**src/tlc_map.svh**
```systemverilog
// tlc_map.svh: register offsets, field widths, codes and reset values
// for the lane control block; included by the block and its bench.
//
// Overview of operation
// RULE1: rate code 0 uses attribute; 1-5 divide 1 to 16; 6 and 7 divide 1.
// RULE2: lane invert bit high complements that lane's outgoing word.
// RULE3: error inject held high corrupts that lane's test pattern while held.
// RULE4: pattern select zero: error inject leaves the sent word alone.
// RULE5: eye-scan error pulses one cycle per unmasked error while armed.
// RULE6: gearbox flags bit 1 reads 1 after transmit gearbox FIFO overflow.
// RULE7: gearbox flags bit 0 reads 1 after transmit gearbox FIFO underflow.
// RULE8: gearbox flags stay high until that lane's gearbox is reset.
// RULE9: per-lane buses packed lane by lane, lane n in the n-th slice.
`ifndef TLC_MAP_SVH
`define TLC_MAP_SVH

`define TLC_OFF_RATE_LO 8'h00
`define TLC_OFF_RATE_HI 8'h04
`define TLC_OFF_INVERT 8'h08
`define TLC_OFF_PSEL_LO 8'h0C
`define TLC_OFF_PSEL_HI 8'h10
`define TLC_OFF_INJECT 8'h14
`define TLC_OFF_ES_ARM 8'h18
`define TLC_OFF_ES_MASK 8'h1C
`define TLC_OFF_GB_FLAGS 8'h20
`define TLC_OFF_GB_RESET 8'h24
`define TLC_OFF_IRQ_ST 8'h28
`define TLC_OFF_IRQ_MASK 8'h2C

`define TLC_RATE_LO_BITS 30
`define TLC_PSEL_LO_BITS 32
`define TLC_RATE_W 3
`define TLC_PSEL_W 4
`define TLC_WORD_W 16
`define TLC_ST_W 14
`define TLC_ST_OVF 12
`define TLC_ST_UNF 13
`define TLC_GB_OVF 1
`define TLC_GB_UNF 0

`define TLC_RATE_ATTR 3'h0
`define TLC_RATE_D1 3'h1
`define TLC_RATE_D2 3'h2
`define TLC_RATE_D4 3'h3
`define TLC_RATE_D8 3'h4
`define TLC_RATE_D16 3'h5
`define TLC_LOG2_1 3'h0
`define TLC_LOG2_2 3'h1
`define TLC_LOG2_4 3'h2
`define TLC_LOG2_8 3'h3
`define TLC_LOG2_16 3'h4

`define TLC_PSEL_OFF 4'h0
`define TLC_PRBS_SEED 16'hACE1
`define TLC_PRBS_TAPS 16'hB400
`define TLC_HTRANS_NONSEQ 2'h2
`define TLC_RST_WORD 32'h0000_0000

`endif

```
**src/tlc_pkg.sv**
```systemverilog
// tlc_pkg: types shared by the lane control block.
// assumes the constants of tlc_map.svh for widths.
package tlc_pkg;

  typedef enum {TLC_PH_IDLE, TLC_PH_WRITE} tlc_phase_e;

  typedef struct packed {
    logic valid;
    logic write;
    logic [7:0] addr;
  } tlc_req_s;

endpackage : tlc_pkg

```
**src/tlc_lane_ctrl.sv**
```systemverilog
// tlc_lane_ctrl: per-lane transceiver control and status with an
// AHB-Lite register slave and one interrupt line.
// assumes one 10 MHz clock; raw eye-scan and gearbox events are async pins.
`timescale 1ns/1ps
`include "tlc_map.svh"

module tlc_lane_ctrl #(
  parameter int LANES = 12,
  parameter logic [2:0] RX_OUTPUT_DIVIDER_ATTR = 3'h0
) (
  input wire logic clk,
  input wire logic resetn,
  input wire logic hsel,
  input wire logic [31:0] haddr,
  input wire logic [1:0] htrans,
  input wire logic hwrite,
  input wire logic [2:0] hsize,
  input wire logic [31:0] hwdata,
  input wire logic hready,
  output logic [31:0] hrdata,
  output logic hreadyout,
  output logic hresp,
  input wire logic [LANES*`TLC_WORD_W-1:0] tx_user_word,
  input wire logic [LANES-1:0] eye_scan_raw_error,
  input wire logic [LANES-1:0] gb_overflow_raw,
  input wire logic [LANES-1:0] gb_underflow_raw,
  output logic [LANES*`TLC_RATE_W-1:0] rx_rate_divider_select,
  output logic [LANES*`TLC_RATE_W-1:0] rx_div_log2,
  output logic [LANES-1:0] tx_lane_invert,
  output logic [LANES*`TLC_WORD_W-1:0] tx_parallel_word,
  output logic [LANES-1:0] eye_scan_error_pulse,
  output logic [2*LANES-1:0] tx_gearbox_fifo_flags,
  output logic irq
);

  localparam int RW = `TLC_RATE_W;
  localparam int PW = `TLC_PSEL_W;
  localparam int WW = `TLC_WORD_W;

  // divider code to log2 of the ratio
  function automatic logic [2:0] div_log2(input logic [2:0] code);
    logic [2:0] r;
    r = `TLC_LOG2_1;
    case (code)
      `TLC_RATE_ATTR: r = RX_OUTPUT_DIVIDER_ATTR;
      `TLC_RATE_D2: r = `TLC_LOG2_2;
      `TLC_RATE_D4: r = `TLC_LOG2_4;
      `TLC_RATE_D8: r = `TLC_LOG2_8;
      `TLC_RATE_D16: r = `TLC_LOG2_16;
      default: r = `TLC_LOG2_1;
    endcase
    return r;
  endfunction : div_log2

  tlc_pkg::tlc_req_s req;
  tlc_pkg::tlc_phase_e phase, next_phase;
  logic [7:0] waddr, next_waddr;
  logic [31:0] next_hrdata;
  logic next_hreadyout;
  logic rd_clr;

  logic [LANES*RW-1:0] next_rate, next_div;
  logic [LANES*PW-1:0] psel, next_psel;
  logic [LANES-1:0] next_invert, inject, next_inject;
  logic [LANES-1:0] arm, next_arm, emask, next_emask, gb_clr;
  logic [`TLC_ST_W-1:0] st, next_st, imask, next_imask, ev;
  logic [2*LANES-1:0] next_gbf;
  logic [LANES-1:0] next_eye, ov_new, un_new;
  logic [LANES*WW-1:0] next_txw;
  logic [LANES-1:0][WW-1:0] lfsr, next_lfsr;
  logic next_irq;

  logic [LANES-1:0] es1, es2, es3, ov1, ov2, un1, un2;

  // two-stage synchronisers; es3 only delays es2 for the edge detect
  always_ff @(posedge clk or negedge resetn) begin
    if (!resetn) begin
      es1 <= '0;
      es2 <= '0;
      es3 <= '0;
      ov1 <= '0;
      ov2 <= '0;
      un1 <= '0;
      un2 <= '0;
    end else begin
      es1 <= eye_scan_raw_error;
      es2 <= es1;
      es3 <= es2;
      ov1 <= gb_overflow_raw;
      ov2 <= ov1;
      un1 <= gb_underflow_raw;
      un2 <= un1;
    end
  end

  // address phase decode; writes take one wait state
  always_comb begin
    req.valid = hsel & hready & (htrans == `TLC_HTRANS_NONSEQ);
    req.write = hwrite;
    req.addr = haddr[7:0];
    next_phase = tlc_pkg::TLC_PH_IDLE;
    next_waddr = waddr;
    next_hreadyout = 1'b1;
    next_hrdata = hrdata;
    rd_clr = 1'b0;
    if (req.valid && req.write) begin
      next_phase = tlc_pkg::TLC_PH_WRITE;
      next_waddr = req.addr;
      next_hreadyout = 1'b0;
    end else if (req.valid) begin
      next_hrdata = `TLC_RST_WORD;
      case (req.addr)
        `TLC_OFF_RATE_LO:
          next_hrdata[`TLC_RATE_LO_BITS-1:0] =
            rx_rate_divider_select[`TLC_RATE_LO_BITS-1:0];
        `TLC_OFF_RATE_HI:
          next_hrdata[LANES*RW-`TLC_RATE_LO_BITS-1:0] =
            rx_rate_divider_select[LANES*RW-1:`TLC_RATE_LO_BITS];
        `TLC_OFF_INVERT: next_hrdata[LANES-1:0] = tx_lane_invert;
        `TLC_OFF_PSEL_LO: next_hrdata = psel[`TLC_PSEL_LO_BITS-1:0];
        `TLC_OFF_PSEL_HI:
          next_hrdata[LANES*PW-`TLC_PSEL_LO_BITS-1:0] =
            psel[LANES*PW-1:`TLC_PSEL_LO_BITS];
        `TLC_OFF_INJECT: next_hrdata[LANES-1:0] = inject;
        `TLC_OFF_ES_ARM: next_hrdata[LANES-1:0] = arm;
        `TLC_OFF_ES_MASK: next_hrdata[LANES-1:0] = emask;
        `TLC_OFF_GB_FLAGS: next_hrdata[2*LANES-1:0] = tx_gearbox_fifo_flags;
        `TLC_OFF_IRQ_ST: begin
          next_hrdata[`TLC_ST_W-1:0] = st;
          rd_clr = 1'b1;
        end
        `TLC_OFF_IRQ_MASK: next_hrdata[`TLC_ST_W-1:0] = imask;
        default: next_hrdata = `TLC_RST_WORD;
      endcase
    end
  end

  // register writes land in the wait cycle of the data phase
  always_comb begin
    next_rate = rx_rate_divider_select;
    next_invert = tx_lane_invert;
    next_psel = psel;
    next_inject = inject;
    next_arm = arm;
    next_emask = emask;
    next_imask = imask;
    gb_clr = '0;
    if (phase == tlc_pkg::TLC_PH_WRITE) begin
      case (waddr)
        `TLC_OFF_RATE_LO:
          next_rate[`TLC_RATE_LO_BITS-1:0] = hwdata[`TLC_RATE_LO_BITS-1:0];
        `TLC_OFF_RATE_HI:
          next_rate[LANES*RW-1:`TLC_RATE_LO_BITS] =
            hwdata[LANES*RW-`TLC_RATE_LO_BITS-1:0];
        `TLC_OFF_INVERT: next_invert = hwdata[LANES-1:0];
        `TLC_OFF_PSEL_LO: next_psel[`TLC_PSEL_LO_BITS-1:0] = hwdata;
        `TLC_OFF_PSEL_HI:
          next_psel[LANES*PW-1:`TLC_PSEL_LO_BITS] =
            hwdata[LANES*PW-`TLC_PSEL_LO_BITS-1:0];
        `TLC_OFF_INJECT: next_inject = hwdata[LANES-1:0];
        `TLC_OFF_ES_ARM: next_arm = hwdata[LANES-1:0];
        `TLC_OFF_ES_MASK: next_emask = hwdata[LANES-1:0];
        `TLC_OFF_GB_RESET: gb_clr = hwdata[LANES-1:0];
        `TLC_OFF_IRQ_MASK: next_imask = hwdata[`TLC_ST_W-1:0];
        default: gb_clr = '0;
      endcase
    end
  end

  // per-lane datapath and status
  always_comb begin
    next_div = '0;
    next_txw = '0;
    next_eye = '0;
    next_gbf = '0;
    next_lfsr = lfsr;
    ov_new = '0;
    un_new = '0;
    for (int i = 0; i < LANES; i++) begin
      // RULE1 divider decode; RULE9 slice per lane
      next_div[i*RW +: RW] = div_log2(rx_rate_divider_select[i*RW +: RW]);
      next_lfsr[i] = {lfsr[i][WW-2:0],
                      ^(lfsr[i] & `TLC_PRBS_TAPS)};
      // RULE3 RULE4 inject only on pattern
      if (psel[i*PW +: PW] == `TLC_PSEL_OFF)
        next_txw[i*WW +: WW] = tx_user_word[i*WW +: WW];
      else
        next_txw[i*WW +: WW] = lfsr[i] ^ {{(WW-1){1'b0}}, inject[i]};
      // RULE2 lane inversion
      next_txw[i*WW +: WW] = next_txw[i*WW +: WW] ^ {WW{tx_lane_invert[i]}};
      // RULE5 one pulse per armed unmasked error
      next_eye[i] = es2[i] & ~es3[i] & arm[i] & ~emask[i];
      ov_new[i] = ov2[i] & ~tx_gearbox_fifo_flags[2*i+`TLC_GB_OVF];
      un_new[i] = un2[i] & ~tx_gearbox_fifo_flags[2*i+`TLC_GB_UNF];
      // RULE6 RULE7 RULE8 sticky until gearbox reset, set wins
      next_gbf[2*i+`TLC_GB_OVF] = ov2[i] |
        (tx_gearbox_fifo_flags[2*i+`TLC_GB_OVF] & ~gb_clr[i]);
      next_gbf[2*i+`TLC_GB_UNF] = un2[i] |
        (tx_gearbox_fifo_flags[2*i+`TLC_GB_UNF] & ~gb_clr[i]);
    end
    ev = {|un_new, |ov_new, next_eye};
    next_st = (rd_clr ? '0 : st) | ev;
    next_irq = |(next_st & next_imask);
  end

  always_ff @(posedge clk or negedge resetn) begin
    if (!resetn) begin
      phase <= tlc_pkg::TLC_PH_IDLE;
      waddr <= '0;
      hrdata <= `TLC_RST_WORD;
      hreadyout <= 1'b1;
      hresp <= 1'b0;
      rx_rate_divider_select <= '0;
      rx_div_log2 <= '0;
      tx_lane_invert <= '0;
      psel <= '0;
      inject <= '0;
      arm <= '0;
      emask <= '0;
      imask <= '0;
      st <= '0;
      irq <= 1'b0;
      tx_gearbox_fifo_flags <= '0;
      eye_scan_error_pulse <= '0;
      tx_parallel_word <= '0;
      lfsr <= {LANES{`TLC_PRBS_SEED}};
    end else begin
      phase <= next_phase;
      waddr <= next_waddr;
      hrdata <= next_hrdata;
      hreadyout <= next_hreadyout;
      hresp <= 1'b0;
      rx_rate_divider_select <= next_rate;
      rx_div_log2 <= next_div;
      tx_lane_invert <= next_invert;
      psel <= next_psel;
      inject <= next_inject;
      arm <= next_arm;
      emask <= next_emask;
      imask <= next_imask;
      st <= next_st;
      irq <= next_irq;
      tx_gearbox_fifo_flags <= next_gbf;
      eye_scan_error_pulse <= next_eye;
      tx_parallel_word <= next_txw;
      lfsr <= next_lfsr;
    end
  end
endmodule : tlc_lane_ctrl

```
**config.mk**
```make
export PLATFORM = sky130hd
export DESIGN_NAME = tlc_lane_ctrl
export DESIGN_NICKNAME = d
export VERILOG_FILES = /design/src/tlc_pkg.sv /design/src/tlc_lane_ctrl.sv
export VERILOG_INCLUDE_DIRS = /design/src
export SDC_FILE = /design/constraint.sdc
export NUM_CORES = 1
export LEC_CHECK = 0
export BUFFER_PORTS_ARGS = -buffer_cell sky130_fd_sc_hd__buf_2
export CORE_AREA = 4 4 266 242
export CTS_CLUSTER_DIAMETER = 150
export DETAILED_ROUTE_END_ITERATION = 12
export DIE_AREA = 0 0 270 246
export PLACE_DENSITY = 0.65
export SETUP_SLACK_MARGIN = 0.3
export SLEW_MARGIN = 20
export SYNTH_ARGS = -nofsm -noshare
export SYNTH_HDL_FRONTEND = slang
export SYNTH_SLANG_ARGS = --single-unit
```
**constraint.sdc**
```tcl
create_clock -name clk -period 6.1 [get_ports clk]
set_input_delay 0.915 -clock clk [delete_from_list [all_inputs] [get_ports clk]]
set_output_delay 0.915 -clock clk [all_outputs]
set_load 0.05 [all_outputs]
```
==> impl_results.md <==
* HP Class: in -> async
* Number of flops mapped to enable cells by yosys at 0
* Clk slew on worst S/H paths at 0.06 ns
* Multiplexer fraction of the synthesized cell area at 12.69%
* Summed negative setup slack over all endpoints at 0 ns
* Area of the placeable core at 61230 µm²
* Share of the synthesized netlist area taken by xor and xnor gates at 7.855%
* Sink count of the clock tree at 743
* DIE WIDTH at 270 µm
* Clk Tree Root Cell: clkbuf_16
* Category of the critical setup timing path: in -> reg
* Top area cells in the synthesized netlist: dfrtp_1, dfstp_2, xnor2_1
* Post-CTS setup buffers at 0
* Fin. Hold Viols at 0
* Busiest metal layer after global routing: met2
* Compound-Gate Fraction of Synth Area at 5.252%
* Syn Nets at 2152
* Share of the synthesized area in the top cell type at 58.70%
* Worst-path fanout max at 17
* Yosys top cell by area: dfrtp_1
* H-tree depth reported by CTS at 3
* Cell area after synthesis at 27540 µm²
* CTS tree: built
* Critical Path Sink Type: register
* Area post-placement at 31770 µm²
* Footprint of the multi-input gates at 8593 µm²
* Clock Latency Late Sink at 0.61 ns
* First-pass GRT wire length at 119300 µm
* Count of filler cells inserted in the layout at 5060
* RSZ-0062 raised after global routing: false
* DR WL/cell at 23.67 µm
* Layout Area Growth over Synthesis at 24.53%
* Die H at 246 µm
* Dominant combinational cell family by area after synthesis: multiplexers
* Aggregate global-route resource usage at 23.75%
* Total congestion overflow at 0
* Gates resized, CTS repair at 0
* YS warnings at 0
* Period Utilization, post-route at 50.52%
* Total setup violations reported at the end of the flow at 0
* Seq/Total Area, Yosys at 67.95%
* GR met2 Demand/Resource at 37.64%
* Detailed-router iteration count before antenna repair at 5
* Leading cell type in the layout, fill and taps excluded: dfrtp_1
* Data arrival time of the critical path at 3.64 ns
* Final estimated routing congestion in global placement at 0.8769
* Data required, critical path at 6.65 ns
* Overall die area at 66420 µm²
* DRC violation total after the first TritonRoute iteration at 1233
* Adder-cell share of the synthesized area at 0%
* Transition time of the tightest slew-check pin at 1.128 ns
* Pin count of the biggest net entering global routing at 166
* Initial cell density of the core at 44.98%
* Nature of the critical path startpoint: primary input
* I/O pin cnt at 649
* Maximum VDD drop at 218.1 µV
* Cell variety after synth at 57
* Vias at 17706
* Worst rel slew slack at 24.20%
* Antenna Violating Nets Remaining at 0
* Number of nets at the end of the flow at 2805
* Share of async-settable or async-resettable flops after synthesis at 100.0%
* Max-cap violations at 0
* Total area of sequential cells at 18720 µm²
* Leak Pwr at 0.01646 µW
* Global routing usage on met3 at 7.781%
* Number of global-route vias before repair at 18817
* Number of buffers added by the clock tree synthesis step at 77
* Synthesis-stage register bit count at 743
* Post-synthesis area per instance at 14.89 µm²
* Clk buf depth at 3
* Hold-fix buffers at CTS at 0
* Power per Cell Area at 399.2 nW/µm²
* Detailed placer's ending HPWL at 57700 µm
* Final core utilization at 56.02%
* Number of pins exceeding their max-slew limit in the final report at 0
* Average vias per placed instance at 5.249
* Maximum clock skew at final layout at 0.02419 ns
* Number of antenna violations at the first check in global routing at 27
* Placement Rows at 86
* DR DRC count at 0
* Run status: complete, no violations
* Count of buffers inserted at the top-level ports at 620
* Shortest clock period the worst path allows after layout at 3.082 ns
* Fraction of final layout cells with drive strength greater than 1 at 40.94%
* Post-Synth Simple-Gate Area at 4.847%
* Maximum frequency from static timing analysis at 0.3245 GHz
* Main synth FF type: dfrtp_1
* Gate count after technology mapping at 1850
* Post-route cell area at 34300 µm²
* Top library cells by usage in the layout, fill and taps aside: dfrtp_1, buf_2, xnor2_1
* Final WL at 79840 µm
* Met1 Usage GRT at 30.54%
==> worst max-delay path: stages <==
cell,delay (ns)
buf_2,0.15
or4bb_2,0.71
nor2_2,0.82
buf_4,0.40
a22oi_1,0.12
and3_1,0.19
a31oi_1,0.19
a21o_1,0.11
==> flip-flops by register name, summed over array words and instances (netlist names), 12 cells and up <==
signal and flops:
psel 48, tx_lane_invert 12, imask 14, tx_gearbox_fifo_flags 24, arm 12, hrdata 32, es3 12, rx_div_log2 36
rx_rate_divider_select 36, un2 12, st 14, es2 12, ov1 12, un1 12, es1 12, lfsr 192
eye_scan_error_pulse 12, tx_parallel_word 192, emask 12, inject 12, ov2 12
==> cell usage after synthesis, types with 2 or more instances <==
cell type	instances
a2111o_1	2
a21o_1	31
a21o_2	8
a21oi_1	18
a221oi_1	10
a222oi_1	26
a22o_1	4
a22oi_1	45
a31oi_1	13
a41oi_1	2
and3_1	10
buf_1	12
buf_2	4
buf_4	2
clkbuf_1	62
clkbuf_2	2
dfrtp_1	646
dfstp_2	97
inv_1	13
mux2_2	146
mux2i_1	185
nand2_1	65
nand2b_1	34
nand3_1	5
nand4_1	5
nor2_1	72
nor3_1	2
nor3b_1	2
nor4_1	2
nor4_2	12
nor4bb_1	12
o2111ai_1	4
o21ai_0	21
o31ai_1	3
o41ai_1	3
or4_2	2
or4b_1	2
or4b_2	2
xnor2_1	235
xor2_1	12
==> layer usage <==
| layer | share of wire, % | up-vias | wire length, µm |
|---|---|---|---|
| li1 | - | 7800 | - |
| met1 | 41 | 9065 | 32790 |
| met2 | 47 | 637 | 37370 |
| met3 | 8.0 | 182 | 6384 |
| met4 | 3.9 | 22 | 3135 |
| met5 | 0.20 | - | 158 |
==> path summary, 6_finish.rpt <==
check,from,endpoint,slack [ns],depth (start not counted)
max,haddr[1],hrdata[4],3.02,8
min,resetn,tx_parallel_word[14],0.30,1
max reg2reg,waddr[7],irq,3.03,6
min reg2reg,un1[1],un2[1],0.33,0
max in group asynchronous,resetn,lfsr[28],4.31,2
min in group clk,un1[1],un2[1],0.33,0
==> final cells by class <==
class                   instances  share of cell area [%]
clock buffers                 120                   6.534
clock inverters                21                  0.6019
repair buffers                657                   10.09
multi-input cells            1011                   25.06
diodes                         16                  0.1167
well taps                     792                   2.889
inverters                      13                  0.1423
flip-flops and latches        743                   54.57
==> logic make-up (layout without fill, tap and decap cells) <==
family / after synthesis / count (layout)
flip-flops: 743 / 743
buffers and inverters: 96 / 811
XOR/XNOR: 247 / 247
AND/OR/NAND/NOR: 240 / 240
AO/OA/AOI/OAI: 192 / 192
multiplexers: 331 / 331
other: 1 / 17
==> power breakdown <==
group | internal [µW] | leakage (µW) | switching (µW)
registers | 5450 | 0.00906 | 392
logic | 870 | 0.00621 | 2400
clock network | 2660 | 0.00119 | 1920
==> stage by stage <==
stage / hold slack (ns) / total power [µW] / setup slack, ns / instances
CTS: 0.3408 / 13830 / 3.003 / 3355
finish: 0.2969 / 13690 / 3.018 / 3373
detailed placement: 0.3347 / 9219 / 2.452 / 3214
floorplan: 0.3312 / 8180 / 3.002 / 1850
global placement: 0.3337 / 9176 / 2.448 / 3214
global route: 0.3528 / 14230 / 2.923 / 3366
Note: power is estimated with default switching activity, not from simulation.
